File: src/hdl/dtc_pkg.sv
// What this block does
// [RULE_01] A machine cycle is two clock cycles; peripheral tick is clock divided by two.
// [RULE_02] Timer function: count increments once per machine cycle while running.
// [RULE_03] Counter function: count increments on each falling edge of the event pin.
// [RULE_04] Event pin sampled once per machine cycle; source holds levels one machine cycle.
// [RULE_05] Optional per-timer toggle of its pin on every overflow; code drives the pin only while counter_sel_i is low (timer function).
// [RULE_06] Mode 0: 13-bit count, 8-bit counter behind divide-by-32 prescaler.
// [RULE_07] Mode 1: as mode 0 but all 16 bits count.
// [RULE_08] Mode 2: 8-bit counter reloading from held high byte on overflow.
// [RULE_09] Timer 1 in mode 3 stops and holds its value.
// [RULE_10] Timer 0 in mode 3 splits into two independent 8-bit counters.
// [RULE_11] Timer 1 in mode 3 still gives overflow pulses for the serial port.
// [RULE_12] Mode 6: PWM output with full period of 256 timer clocks.
// [RULE_13] Each overflow sets a sticky flag that software reads and clears.
// [RULE_14] Mode 0: low five bits prescale; high byte increments when prescaler wraps.
package dtc_pkg;
	localparam logic [2:0] DTC_MODE_13B = 3'h0;
	localparam logic [2:0] DTC_MODE_16B = 3'h1;
	localparam logic [2:0] DTC_MODE_RLD = 3'h2;
	localparam logic [2:0] DTC_MODE_SPL = 3'h3;
	localparam logic [2:0] DTC_MODE_PWM = 3'h6;
	localparam logic [4:0] DTC_PRE_MAX = 5'h1F;
	localparam logic [7:0] DTC_BYTE_MAX = 8'hFF;
	localparam logic [15:0] DTC_WORD_MAX = 16'hFFFF;
	localparam int DTC_CYC_PER_MC = 2;
endpackage : dtc_pkg

File: src/hdl/dtc_tick_if.sv
`timescale 1ns/100ps
`default_nettype none
// Shared machine-cycle tick and sampled event pins
interface dtc_tick_if;
	logic mc_tick;
	logic [1:0] pin_fall;
	modport src (output mc_tick, output pin_fall);
	modport dst (input mc_tick, input pin_fall);
endinterface : dtc_tick_if
`default_nettype wire

File: src/hdl/dtc_top.sv
`timescale 1ns/100ps
`default_nettype none
module dtc_top
	import dtc_pkg::*;
(
	// Clock and reset
	input wire logic clock_i,
	input wire logic rst_n_i,
	// Configuration per timer
	input wire logic [1:0] run_i,
	input wire logic [1:0] counter_sel_i,
	input wire logic [1:0] toggle_en_i,
	input wire logic [2:0] mode0_i,
	input wire logic [2:0] mode1_i,
	// Software count load, flag clear and split run
	input wire logic [1:0] load_i,
	input wire logic [15:0] load_val_i,
	input wire logic [1:0] flag_clr_i,
	input wire logic split_run_i,
	// Event pins (two-way)
	input wire logic timer0_event_pin_i,
	input wire logic timer1_event_pin_i,
	output logic timer0_event_pin_o,
	output logic timer1_event_pin_o,
	output logic [1:0] pin_oe_o,
	// Status
	output logic [15:0] count0_o,
	output logic [15:0] count1_o,
	output logic [1:0] ovf_flag_o,
	output logic split_flag_o,
	output logic baud_ovf_o,
	output logic [1:0] pwm_o
);
	typedef struct packed {
		logic [15:0] c0;
		logic [15:0] c1;
		logic [1:0] flg;
		logic sflg;
		logic [1:0] tgl;
		logic [1:0] pwm;
		logic baud;
		logic [7:0] bsh;
	} dtc_top_s;
	dtc_top_s st_ff, nxt_st;
	// Kept apart: clears on the raw reset, the struct on its released copy
	logic [1:0] rs_ff;
	logic rst_n;
	dtc_tick_if tk();
	// =====
	// Reset release
	// Two flops so every register leaves reset on the same edge
	always_ff @(posedge clock_i or negedge rst_n_i) begin
		if (!rst_n_i) begin
			rs_ff <= 2'h0;
		end else begin
			rs_ff <= {rs_ff[0], 1'b1};
		end
	end
	assign rst_n = rs_ff[1];
	// =====
	// Machine-cycle tick
	// Both timers share one tick so their counts stay in step
	dtc_tick u_tick (
		.clock_i(clock_i),
		.rst_n_i(rst_n),
		.pin_i({timer1_event_pin_i, timer0_event_pin_i}),
		.tk(tk)
	);
	// =====
	// Per-mode step
	// Advance one timer; returns next count and overflow
	function automatic logic [16:0] dtc_step(input logic [2:0] md, input logic [15:0] c);
		logic [15:0] n;
		logic ov;
		n = c;
		ov = 1'b0;
		case (md)
			DTC_MODE_13B: begin
				n[4:0] = c[4:0] + 5'h01; // RULE_06
				if (c[4:0] == DTC_PRE_MAX) begin
					n[15:8] = c[15:8] + 8'h01; // RULE_14
					ov = (c[15:8] == DTC_BYTE_MAX);
				end
			end
			DTC_MODE_16B: begin
				n = c + 16'h0001; // RULE_07
				ov = (c == DTC_WORD_MAX);
			end
			DTC_MODE_RLD, DTC_MODE_SPL: begin
				n[7:0] = (c[7:0] == DTC_BYTE_MAX) ? c[15:8] : c[7:0] + 8'h01; // RULE_08
				ov = (c[7:0] == DTC_BYTE_MAX);
			end
			DTC_MODE_PWM: begin
				n[7:0] = c[7:0] + 8'h01; // RULE_12
				ov = (c[7:0] == DTC_BYTE_MAX);
			end
			default: begin
				n = c;
			end
		endcase
		return {ov, n};
	endfunction
	// =====
	// Next state
	logic [16:0] s0, s1;
	logic inc0, inc1, ov0, ov1, ovh;
	always_comb begin
		nxt_st = st_ff;
		// Source: machine cycle or falling pin edge
		inc0 = run_i[0] & (counter_sel_i[0] ? tk.pin_fall[0] : tk.mc_tick); // RULE_02 RULE_03
		inc1 = run_i[1] & (counter_sel_i[1] ? tk.pin_fall[1] : tk.mc_tick);
		s0 = dtc_step(mode0_i, st_ff.c0);
		// Mode 3 timer 0 low byte counts plain 8-bit, no reload
		if (mode0_i == DTC_MODE_SPL) begin
			s0 = {st_ff.c0[7:0] == DTC_BYTE_MAX, st_ff.c0[15:8], st_ff.c0[7:0] + 8'h01}; // RULE_10
		end
		s1 = dtc_step(mode1_i == DTC_MODE_SPL ? DTC_MODE_RLD : mode1_i, st_ff.c1);
		ov0 = inc0 & s0[16];
		// Timer 1 counts its shadow only for the baud tick in mode 3
		ov1 = inc1 & s1[16] & (mode1_i != DTC_MODE_SPL);
		ovh = (mode0_i == DTC_MODE_SPL) & split_run_i & tk.mc_tick
			& (st_ff.c0[15:8] == DTC_BYTE_MAX);
		if (inc0) begin
			nxt_st.c0 = s0[15:0];
		end
		if ((mode0_i == DTC_MODE_SPL) && split_run_i && tk.mc_tick) begin
			nxt_st.c0[15:8] = st_ff.c0[15:8] + 8'h01; // RULE_10
		end
		if (inc1 && mode1_i != DTC_MODE_SPL) begin
			nxt_st.c1 = s1[15:0]; // RULE_09
		end
		// Mode 3 baud source is the shadow while the visible count holds
		nxt_st.baud = inc1 & ((mode1_i == DTC_MODE_SPL) ? (st_ff.bsh == DTC_BYTE_MAX)
			: s1[16]); // RULE_11
		if (load_i[0]) begin
			nxt_st.c0 = load_val_i;
		end
		if (load_i[1]) begin
			nxt_st.c1 = load_val_i;
		end
		// Shadow reloads from the held high byte, as in mode 2
		if (mode1_i == DTC_MODE_SPL) begin
			if (inc1) begin
				nxt_st.bsh = (st_ff.bsh == DTC_BYTE_MAX) ? st_ff.c1[15:8]
					: st_ff.bsh + 8'h01; // RULE_11
			end
			if (load_i[1]) begin
				nxt_st.bsh = load_val_i[7:0];
			end
		end else begin
			// Tracks the count so mode 3 starts where the count stands
			nxt_st.bsh = nxt_st.c1[7:0];
		end
		// Set wins over software clear
		nxt_st.flg = (st_ff.flg & ~flag_clr_i) | {ov1, ov0}; // RULE_13
		nxt_st.sflg = (st_ff.sflg & ~flag_clr_i[1]) | ovh;
		nxt_st.tgl = st_ff.tgl ^ ({ov1, ov0} & toggle_en_i); // RULE_05
		nxt_st.pwm[0] = (mode0_i == DTC_MODE_PWM) & (st_ff.c0[7:0] < st_ff.c0[15:8]); // RULE_12
		nxt_st.pwm[1] = (mode1_i == DTC_MODE_PWM) & (st_ff.c1[7:0] < st_ff.c1[15:8]);
	end
	// =====
	// Registers
	always_ff @(posedge clock_i or negedge rst_n) begin
		if (!rst_n) begin
			st_ff <= '{tgl: 2'h3, default: '0};
		end else begin
			st_ff <= nxt_st;
		end
	end
	// =====
	// Outputs
	assign timer0_event_pin_o = st_ff.tgl[0];
	assign timer1_event_pin_o = st_ff.tgl[1];
	assign pin_oe_o = toggle_en_i & ~counter_sel_i;
	assign count0_o = st_ff.c0;
	assign count1_o = st_ff.c1;
	assign ovf_flag_o = st_ff.flg;
	assign split_flag_o = st_ff.sflg;
	assign baud_ovf_o = st_ff.baud;
	assign pwm_o = st_ff.pwm;
endmodule : dtc_top
`default_nettype wire

File: src/hdl/dtc_tick.sv
`timescale 1ns/100ps
`default_nettype none
module dtc_tick
	import dtc_pkg::*;
(
	// Clock and reset
	input wire logic clock_i,
	input wire logic rst_n_i,
	// Raw event pins
	input wire logic [1:0] pin_i,
	// Tick out
	dtc_tick_if.src tk
);
	typedef struct packed {
		logic phase;
		logic [1:0] s1;
		logic [1:0] s2;
		logic [1:0] smp;
	} dtc_tick_s;
	dtc_tick_s st_ff, nxt_st;
	always_comb begin
		nxt_st = st_ff;
		nxt_st.phase = ~st_ff.phase; // RULE_01
		nxt_st.s1 = pin_i;
		nxt_st.s2 = st_ff.s1;
		if (st_ff.phase) begin
			nxt_st.smp = st_ff.s2; // RULE_04
		end
	end
	always_ff @(posedge clock_i or negedge rst_n_i) begin
		if (!rst_n_i) begin
			st_ff <= '{phase: 1'b0, s1: 2'h3, s2: 2'h3, smp: 2'h3};
		end else begin
			st_ff <= nxt_st;
		end
	end
	assign tk.mc_tick = st_ff.phase;
	// Falling edge between two machine-cycle samples
	assign tk.pin_fall = st_ff.phase ? (st_ff.smp & ~st_ff.s2) : 2'h0; // RULE_03
endmodule : dtc_tick
`default_nettype wire

File: config.mk
export PLATFORM = sky130hd
export DESIGN_NAME = dtc_top
export DESIGN_NICKNAME = d
export VERILOG_FILES = /design/src/hdl/dtc_pkg.sv /design/src/hdl/dtc_tick_if.sv /design/src/hdl/dtc_top.sv /design/src/hdl/dtc_tick.sv
export SDC_FILE = /design/constraint.sdc
export NUM_CORES = 1
export LEC_CHECK = 0
export BUFFER_PORTS_ARGS = -buffer_cell sky130_fd_sc_hd__buf_2
export CAP_MARGIN = 40
export CORE_UTILIZATION = 40
export DETAILED_ROUTE_END_ITERATION = 10
export PLACE_DENSITY = 0.67
export SETUP_SLACK_MARGIN = 0.1
export SLEW_MARGIN = 20
export SYNTH_ARGS = -nofsm -noshare
export SYNTH_HDL_FRONTEND = slang
export SYNTH_SLANG_ARGS = --single-unit
File: constraint.sdc
create_clock -name clock_i -period 5.5 [get_ports clock_i]
set_clock_uncertainty 0.05 [all_clocks]
set_input_delay 0.55 -clock clock_i [delete_from_list [all_inputs] [get_ports clock_i]]
set_output_delay 0.55 -clock clock_i [all_outputs]
set_load 0.05 [all_outputs]
Yosys cells after proc, flatten, opt, wreduce, memory -nomap -nowiden
Index checks and enable logic that the tools add are counted.

word-level totals
  output and inout bits = 42
  register bits = 57
  input port bits = 37
  logic and storage cells = 124

cells by class
  add/subtract/negate cells = 9
  order comparisons = 2
  eq/ne operators = 24
  bitwise operators = 24
  multiplexer cells = 29
  reductions and logical operators = 20

operators by type and width
  kind                                                              count
  8-bit 2-to-1 mux                                                  9
  16-bit 2-to-1 mux                                                 4
  8-bit by 1-bit adder with 8-bit output (second input constant)    5
  8-bit == test (second input constant)                             5
  5-bit case mux with 4 select lines                                2
  16-bit by 1-bit adder with 16-bit output (second input constant)  2
  16-bit == test (second input constant)                            2
  8-bit case mux with 2 select lines                                2
  3-bit case mux with 3 select lines                                2
  17-bit 2-to-1 mux                                                 1
  8-bit less-than comparator                                        2
  3-bit by 2-bit == test with 1-bit output (second input constant)  5
  1-bit bitwise AND                                                 12
  5-bit by 1-bit adder with 5-bit output (second input constant)    2
  5-bit == test (second input constant)                             2
  3-bit == test (second input constant)                             3
  2-bit bitwise AND                                                 4
  3-bit by 1-bit == test with 1-bit output (second input constant)  2
  3-bit zero test                                                   2
  3-bit by 2-bit != test with 1-bit output (second input constant)  2
  3-bit != test (second input constant)                             2
  2-bit NOT                                                         3
  1-bit case mux with 3 select lines                                2
  3-bit nonzero test                                                2
  other kinds (18)                                                  29

Longest topological paths before layout
Gate-level depths: netlist of the first run.

  word-level depth = 9
  gate-level depth with buffers = 10
  depth with buffers taken out = 9

Modules after synthesis
From an unflattened synthesis of the first run, not the netlist that was laid out.

second synthesis, totals
  cell total of the unflattened synthesis = 507
  area total of the unflattened synthesis = 4,406.7 sq um

modules (own cells, without submodules)
  module    times used  sequential area each (sq um)  cells an instance  area an instance (sq um)
  dtc_top   1           1,253.7                       495                4,177.8
  dtc_tick  1           182.7                         12                 229.0

Least setup slack after synthesis of the first run
No wires, ideal clock.

  path kind = reg-to-reg
  start point = register st_ff (netlist bit count0_o[0])
  end point = register st_ff (netlist bit count0_o[14])
  library setup time = 82 ps
  path buffers = 0
  data required time = 5,368 ps
  data arrival time = 2,176 ps
  cell stages (with the launch flop) = 10
  setup slack = 3,192 ps
  period minus slack after synthesis = 2,308 ps
  cells stage by stage = dfrtp_1 -> ha_1 -> nand3_2 -> inv_1 -> ha_1 -> o21bai_1 -> a2111oi_4 -> nor2_1 -> or4_1 -> a31oi_1

on the way
  cells in the longest elaborated chain, start to end = 6
  elaborated cells between the ends (all ways) = 9
  classes of those cells = add/sub (1); eq/ne (2); mux (5); reduce/logical (1)

ends and longest elaborated chain
  what                                      RTL line        source
  from (decl)                               dtc_top.sv:44   dtc_top_s st_ff, nxt_st;
  from (signal assigned)                    dtc_top.sv:167  st_ff <= nxt_st;
  16-bit by 1-bit adder with 16-bit output  dtc_top.sv:86   n = c + 16'h0001;
  8-bit case mux with 2 select lines        dtc_top.sv:77   case (md)
  17-bit 2-to-1 mux                         dtc_top.sv:114  if (mode0_i == DTC_MODE_SPL) begin
  16-bit 2-to-1 mux                         dtc_top.sv:123  if (inc0) begin
  8-bit 2-to-1 mux                          dtc_top.sv:126  if ((mode0_i == DTC_MODE_SPL) && split_run_i && tk.mc_tick) begin
  16-bit 2-to-1 mux                         dtc_top.sv:135  if (load_i[0]) begin

Several ways; a longest one is shown, not always the timed one. The select of a mux whose other input is x is not followed.
A chain may end at the register's enable or synchronous reset.

Worst setup path in the final report of the first run
Ends and elaborated chain as after synthesis.

==> metrics.txt, run 1 <==
status=finished, violations left; failing checks=design-rule violations; Crit Path Category=reg -> reg; reg2reg end=count0_o[14]$_DFFE_PN0P_; Yosys top cell by area=dfrtp_1; Final Cycle Share=0.473; Layout Nets=604; Syn Nets=565; initial core utilization=0.410; Max Fclk=384 MHz; Fillers=1,093; Startpoint Class=flop; slowest CP cell=dfrtp_1; Hold Fails Final Rpt=0; Area Growth Syn to Fin=9.75%; Synth top area share=0.276; clk_lat worst skew=0.35 ns; WL/cell=18.6 um; Worst Path Required=5.72 ns; CTS Sinks=57; CTS tree=done; Final Max Slew Viols=0; # rows=38; count of cell types in the netlist=75; TNS Setup=0 ns; CP max stage delay=0.49 ns; Lkg Pwr=2.14 nW; CTS clock-pin slew for the worst setup and hold paths=0.07 ns; Ys Warns=0; CTS Buf Count=9; slew at the pin with the worst max-slew slack=0.733 ns; worst-path cell chain=ha_1, nand3_2, inv_1, ha_1, o21bai_1, a2111oi_4, nor2_1, or4_1, a31oi_1; share of cells above drive strength 1=0.221; Final min period=2.60 ns; initial antenna violation count=0; die width=107 um; Power Dens Cells=254 nW/um^2; pre-CTS WS=2.96 ns; largest net degree at the start of global routing=56; RSZ-0062 raised after global routing=no; most frequent CP cell=ha_1; Initial DRC Count=377; commonest non-fill, non-tap cell in the layout=buf_2; crit path DAT=2.83 ns; Max-Cap Viols=0; number of global-route vias before repair=4,037; Hold WC Path Type=in -> reg; launch point of the worst hold path=timer1_event_pin_i; Via Count=4,136; IO buf count=78; final setup violation count=0; mean area per synthesized cell=8.76 um^2; clk buf depth=2; vias per cell=5.99; DRT Pass-1 Iters=8; Max VDD drop=0.0811 mV; Cells after Synth=507; RD Place Congestion=0.956; Synth area leaders=dfrtp_1, buf_4, ha_1; Hold EP=u_tick.nxt_st[3]$_DFF_PN1_; Mapped Area=4440 um^2; commonest cells after routing, fill and taps aside=buf_2, nand2_1, dfrtp_1; Rel. slew slack=0.511; dpl hpwl=9690 um; DIE AREA=11,500 um^2; number of synthesized register bits=57; n_diodes=0; Post-synth EDFFs=0; Die H=107 um; r2r setup slk=2.90 ns; R2R cell count=9; first-pass GRT wire length=21,200 um; global-route total usage across every layer=0.239; final WL=12,900 um; WHS Path Cells=1; asr flop ratio synth=1.00; sequential area share after synthesis=0.323; Crit. End Element=flop; PnR worst setup slack=2.90 ns; setup bufs post-CTS=0; core area=10,800 um^2; H-tree depth=3; CP Max Fanout=9; Root Driver=clkbuf_8; IO Count=79; grt total ovfl=0; Final ANT Viol Nets=0; DR DRC count=1; Reg-to-Reg Start=count0_o[0]$_DFFE_PN0P_; Top FF cell, synth=dfrtp_1
==> registers in the layout (all words and copies together), names as in the netlist, 2 cells and up <==
register       flops
count0_o          16
count1_o          16
ovf_flag_o         2
pwm_o              2
rs_ff              2
st_ff              8
u_tick.nxt_st      2
u_tick.st_ff       4
==> worst max path at each step <==
stage	start	slack, ns	endpoint	cells after the start
2_1_floorplan	count0_o[0]$_DFFE_PN0P_	3.19	count0_o[14]$_DFFE_PN0P_	9
5_1_grt	count0_o[0]$_DFFE_PN0P_	2.68	count0_o[12]$_DFFE_PN0P_	9
3_5_place_dp	count0_o[0]$_DFFE_PN0P_	2.96	count0_o[14]$_DFFE_PN0P_	9
4_1_cts	count0_o[0]$_DFFE_PN0P_	2.94	count0_o[14]$_DFFE_PN0P_	9
3_3_place_gp	count0_o[0]$_DFFE_PN0P_	3.04	count0_o[12]$_DFFE_PN0P_	9
6_report	count0_o[0]$_DFFE_PN0P_	2.90	count0_o[14]$_DFFE_PN0P_	9
==> repair_timing <==
action / in CTS / in global routing
endpoints found under the hold margin: 2 / 0
resized for setup: 0 / 0
endpoints found under the setup margin: 0 / 0
hold buffers: 1 / 0
==> synth_stat cells (12+ instances only) <==
| master | count |
|---|---|
| inv_1 | 25 |
| nand2_1 | 49 |
| nor2_1 | 31 |
| nand3_1 | 19 |
| a21o_1 | 12 |
| o21ai_1 | 15 |
| xnor2_1 | 13 |
| nand2b_1 | 12 |
| buf_4 | 36 |
| nand4_1 | 12 |
| o21ai_0 | 18 |
| dfrtp_1 | 49 |
| a21oi_1 | 15 |
| ha_1 | 21 |
==> metrics by stage <==
step | utilization | hold WS, ns | cells | total power [W] | instance area (um^2)
floorplan | - | 0.204 | 507 | 0.000789 | 4440
global route | 0.450 | 0.234 | 691 | 0.00131 | 4870
CTS | 0.450 | 0.230 | 691 | 0.00125 | 4870
global placement | 0.432 | 0.285 | 674 | 0.000856 | 4680
finish | 0.450 | 0.240 | 691 | 0.00124 | 4870
detailed placement | 0.432 | 0.286 | 674 | 0.000863 | 4680
==> metal layers <==
metal	routed length [um]	up-vias	global-route usage
li1	-	1926	-
met1	5730	1991	0.337
met2	5790	194	0.355
met3	1060	25	0.0442
met4	286	0	0.102
met5	0	-	0
==> final cells by class <==
class / count / area [um^2] / area share
clock buffer: 14 / 173 / 0.0354
clock inverter: 2 / 12.5 / 0.00257
inverter: 26 / 97.6 / 0.0200
multi-input combinational: 372 / 2570 / 0.527
sequential: 57 / 1440 / 0.295
tap: 140 / 175 / 0.0359
timing repair buffer: 80 / 408 / 0.0837
==> where the power goes <==
group          internal [W]  switching [W]
registers          0.000454      0.0000685
logic              0.000110       0.000228
clock network      0.000200       0.000179
total              0.000764       0.000475
==> worst max-delay path: cells and delay by family, from the launching register on <==
family / cells / cell delay [ns]
adder cells (fa/ha/maj): 2 / 0.46
AO/OA/AOI/OAI: 3 / 0.69
flip-flops: 1 / 0.49
buffers and inverters: 1 / 0.11
AND/OR/NAND/NOR: 3 / 0.72
==> kinds of logic after synthesis <==
kind of cell               share of synthesized area
AOI/OAI and AO/OA                              0.239
muxes                                         0.0437
buffers and inverters                         0.0977
DFF                                            0.323
xor gates and xnor gates                      0.0375
other                                       0.000844
and+or+nand+nor                                0.199
adders and majority gates                     0.0592
Note: power is estimated with default switching activity, not from simulation.
==> run 2: changes to the inputs <==
Settings changed: ABC_AREA set to 1.
Clock period 5.5 ns to 2.55 ns, I/O delays scaled along.
==> run 2 against run 1 <==
Net effect: the run still ends with design-rule violations left; register-to-register slack lost 2.4 ns; critical path depth is the same; final cell count grew 31%; wire length grew 7.0%; critical path type unchanged; power grew to 2.7 times the previous value.
==> metrics.txt, run 2 <==
status=finished, violations left (unchanged); failing checks=design-rule violations (unchanged); grt total ovfl=0 (unchanged); mean area per synthesized cell=6.74 um^2 (was 8.76 um^2); RD Place Congestion=0.918 (was 0.956); H-tree depth=3 (unchanged); WL met3=750 um (was 1060 um); Syn Nets=763 (was 565); largest net degree at the start of global routing=32 (was 56); TNS Setup=0 ns (unchanged); setup bufs post-CTS=0 (unchanged); initial antenna violation count=0 (unchanged); Yosys top cell by area=dfrtp_1 (unchanged); WL/cell=15.3 um (was 18.6 um); Sw Ratio=0.396 (was 0.383); IO Count=79 (unchanged); number of synthesized register bits=57 (unchanged); Reg-to-Reg Start=count0_o[8]$_DFFE_PN0P_ (was count0_o[0]$_DFFE_PN0P_); Hold WC Path Type=in -> reg (unchanged); final WL=13,800 um (was 12,900 um); Power Dens Cells=633 nW/um^2 (was 254 nW/um^2); DRT Pass-1 Iters=8 (unchanged); Post-DP Area=5010 um^2 (was 4680 um^2); Gate power share=0.314 (was 0.273); first-pass GRT wire length=22,700 um (was 21,200 um); Hold EP=ovf_flag_o[0]$_DFF_PN0_ (was u_tick.nxt_st[3]$_DFF_PN1_); clk buf depth=2 (unchanged); switching pwr=0.00133 W (was 0.000475 W); asr flop ratio synth=1.00 (unchanged); sequential area share after synthesis=0.302 (was 0.323); total power=0.00336 W (was 0.00124 W); n_diodes=0 (unchanged); Gates resized, CTS repair=0 (unchanged); initial core utilization=0.413 (was 0.410); Final min period=2.03 ns (was 2.60 ns); Startpoint Class=flop (unchanged); fin area=5310 um^2 (was 4870 um^2); Max Fclk=491 MHz (was 384 MHz); final setup violation count=0 (unchanged); Max-Cap Viols=0 (unchanged); Max VDD drop=0.293 mV (was 0.0811 mV); met1 WL=6050 um (was 5730 um); count of cell types in the netlist=41 (was 75); number of global-route vias before repair=4,440 (was 4,037); Cells after DPL=883 (was 674); DR DRC count=10 (was 1); commonest non-fill, non-tap cell in the layout=nand2_1 (was buf_2); Crit. End Element=flop (unchanged); crit path DAT=2.25 ns (was 2.83 ns); DR WL met2=6740 um (was 5790 um); most frequent cell after synthesis=nand2_1; Initial DRC Count=358 (was 377); CTS Buf Count=9 (unchanged); CP max stage delay=0.48 ns (was 0.49 ns); Root Driver=clkbuf_16 (was clkbuf_8); dpl hpwl=10,600 um (was 9690 um); slowest CP cell=dfrtp_1 (unchanged); Worst Path Required=2.76 ns (was 5.72 ns); worst-path cell chain=ha_1, nand4_1, nor2_1, nand3_1, nand3b_1, nand2_1, nand3_1, nand2_1, nand2_1 (was ha_1, nand3_2, inv_1, ha_1, o21bai_1, a2111oi_4, nor2_1, or4_1, a31oi_1); Fillers=1,234 (was 1,093); Hold Fails Final Rpt=0 (unchanged); CTS tree=done (unchanged); Final Cycle Share=0.798 (was 0.473); launch point of the worst hold path=flag_clr_i[0] (was timer1_event_pin_i); most frequent CP cell=nand2_1 (was ha_1); Cells after Synth=705 (was 507); R2R cell count=9 (unchanged); Layout Nets=812 (was 604); non-filler cells, final=902 (was 691); Post-synth top cells=nand2_1, inv_1, nand3_1 (was dfrtp_1, nand2_1, buf_4); Pint=0.00203 W (was 0.000764 W); IO buf count=78 (unchanged); r2r setup slk=0.52 ns (was 2.90 ns); Flop pwr share=0.349 (was 0.422); Die H=111 um (was 107 um); highest metal used=met4 (unchanged); Synth area leaders=dfrtp_1, nand2_1, nand3_1 (was dfrtp_1, buf_4, ha_1); Synth top area share=0.258 (was 0.276); reg2reg end=timer0_event_pin_o$_DFF_PN1_ (was count0_o[14]$_DFFE_PN0P_); RSZ-0062 raised after global routing=no (unchanged); share of cells above drive strength 1=0.183 (was 0.221); DIE AREA=12,300 um^2 (was 11,500 um^2); CP Max Fanout=6 (was 9); WHS Path Cells=2 (was 1); Area Growth Syn to Fin=11.8% (was 9.75%); Top FF cell, synth=dfrtp_1 (unchanged); Lkg Pwr=2.77 nW (was 2.14 nW); Via Count=4,686 (was 4,136); Mapped Area=4750 um^2 (was 4440 um^2); vias per cell=5.20 (was 5.99); global-route total usage across every layer=0.233 (was 0.239); CTS Sinks=57 (unchanged); commonest cells after routing, fill and taps aside=nand2_1, inv_1, buf_2 (was buf_2, nand2_1, dfrtp_1); Final ANT Viol Nets=0 (unchanged); # rows=39 (was 38); clock group share of total power=0.336 (was 0.306); slew at the pin with the worst max-slew slack=0.727 ns (was 0.733 ns); Rel. slew slack=0.516 (was 0.511); Ys Warns=0 (unchanged); Final Max Slew Viols=0 (unchanged); Crit Path Category=reg -> reg (unchanged); core area=11,500 um^2 (was 10,800 um^2); Post-synth EDFFs=0 (unchanged); die width=111 um (was 107 um); WHS=0.0459 ns (was 0.240 ns); CTS clock-pin slew for the worst setup and hold paths=0.05 ns (was 0.07 ns); clk_lat worst skew=0.33 ns (was 0.35 ns)
-- run 2: cell types whose count changed after synthesis, sizes merged, moves of 9 or more --
cell / delta
a21o: -13
a21oi: +20
clkbuf: -9
inv: +63
mux2i: -9
nand2: +162
nand2b: -12
nand3: +44
nor2: +38
o21ai: +11
xnor2: -12
-- run 2: per-stage QoR --
stage	util	worst slack (ns)
3_5_place_dp	0.435	0.559
2_1_floorplan	-	0.810
6_report	0.461	0.515
4_1_cts	0.461	0.545
5_1_grt	0.461	0.323
3_3_place_gp	0.435	0.560
-- run 2: worst max-delay path, delay by kind of cell, from the launching register on --
family | cells | cell delay (ns)
flip-flops | 1 | 0.48
AND/OR/NAND/NOR | 8 | 1.14
adder cells (fa/ha/maj) | 1 | 0.30
-- run 2: timing repair --
action | 4_1_cts | 5_1_grt
hold buffers | 3 | 0
endpoints found under the setup margin | 0 | 0
endpoints found under the hold margin | 4 | 0
-- run 2: worst max path at each step --
stage | start | slack [ns] | endpoint | cells past startpoint
finish | count0_o[8]$_DFFE_PN0P_ | 0.52 | timer0_event_pin_o$_DFF_PN1_ | 9
floorplan | rs_ff[1]$_DFF_PN0_ | 0.81 | baud_ovf_o$_DFF_PN0_ | 0
CTS | count0_o[9]$_DFFE_PN0P_ | 0.54 | timer0_event_pin_o$_DFF_PN1_ | 9
detailed placement | count0_o[9]$_DFFE_PN0P_ | 0.56 | timer0_event_pin_o$_DFF_PN1_ | 9
global route | count0_o[9]$_DFFE_PN0P_ | 0.32 | timer0_event_pin_o$_DFF_PN1_ | 9
global placement | count0_o[9]$_DFFE_PN0P_ | 0.56 | timer0_event_pin_o$_DFF_PN1_ | 9
-- run 2: cells by family (layout without fill, tap and decap cells) --
logic type | after synthesis | after routing | share of synthesized area
AND/OR/NAND/NOR | 367 | 367 | 0.342
buffers and inverters | 135 | 189 | 0.141
AO/OA/AOI/OAI | 109 | 109 | 0.131
flip-flops | 57 | 57 | 0.302
adder cells (fa/ha/maj) | 21 | 21 | 0.0553
XOR/XNOR | 14 | 14 | 0.0258
other | 1 | 1 | 0.000789
multiplexers | 1 | 1 | 0.00211
-- run 2: routing by layer --
layer,vias to the layer above,track usage
met5,-,0
met4,0,0.0639
met3,20,0.0372
met2,151,0.398
met1,2158,0.304
li1,2357,-
-- run 2: area by class of cell --
cell class / count / area, um^2 / area share
Inverter: 89 / 334 / 0.0629
Tap cell: 143 / 179 / 0.0337
Clock buffer: 16 / 272 / 0.0511
Multi-Input combinational cell: 513 / 2650 / 0.498
Sequential cell: 57 / 1440 / 0.271
Timing Repair Buffer: 84 / 443 / 0.0834
-- run 2: power by group through the flow --
stage	sequential (W)	clock [W]	combinational, W
3_5_place_dp	0.00119	0	0.00105
5_1_grt	0.00119	0.00118	0.00117
2_1_floorplan	0.00113	0	0.000906
3_3_place_gp	0.00119	0	0.00105
6_report	0.00117	0.00113	0.00106
4_1_cts	0.00117	0.00114	0.00106
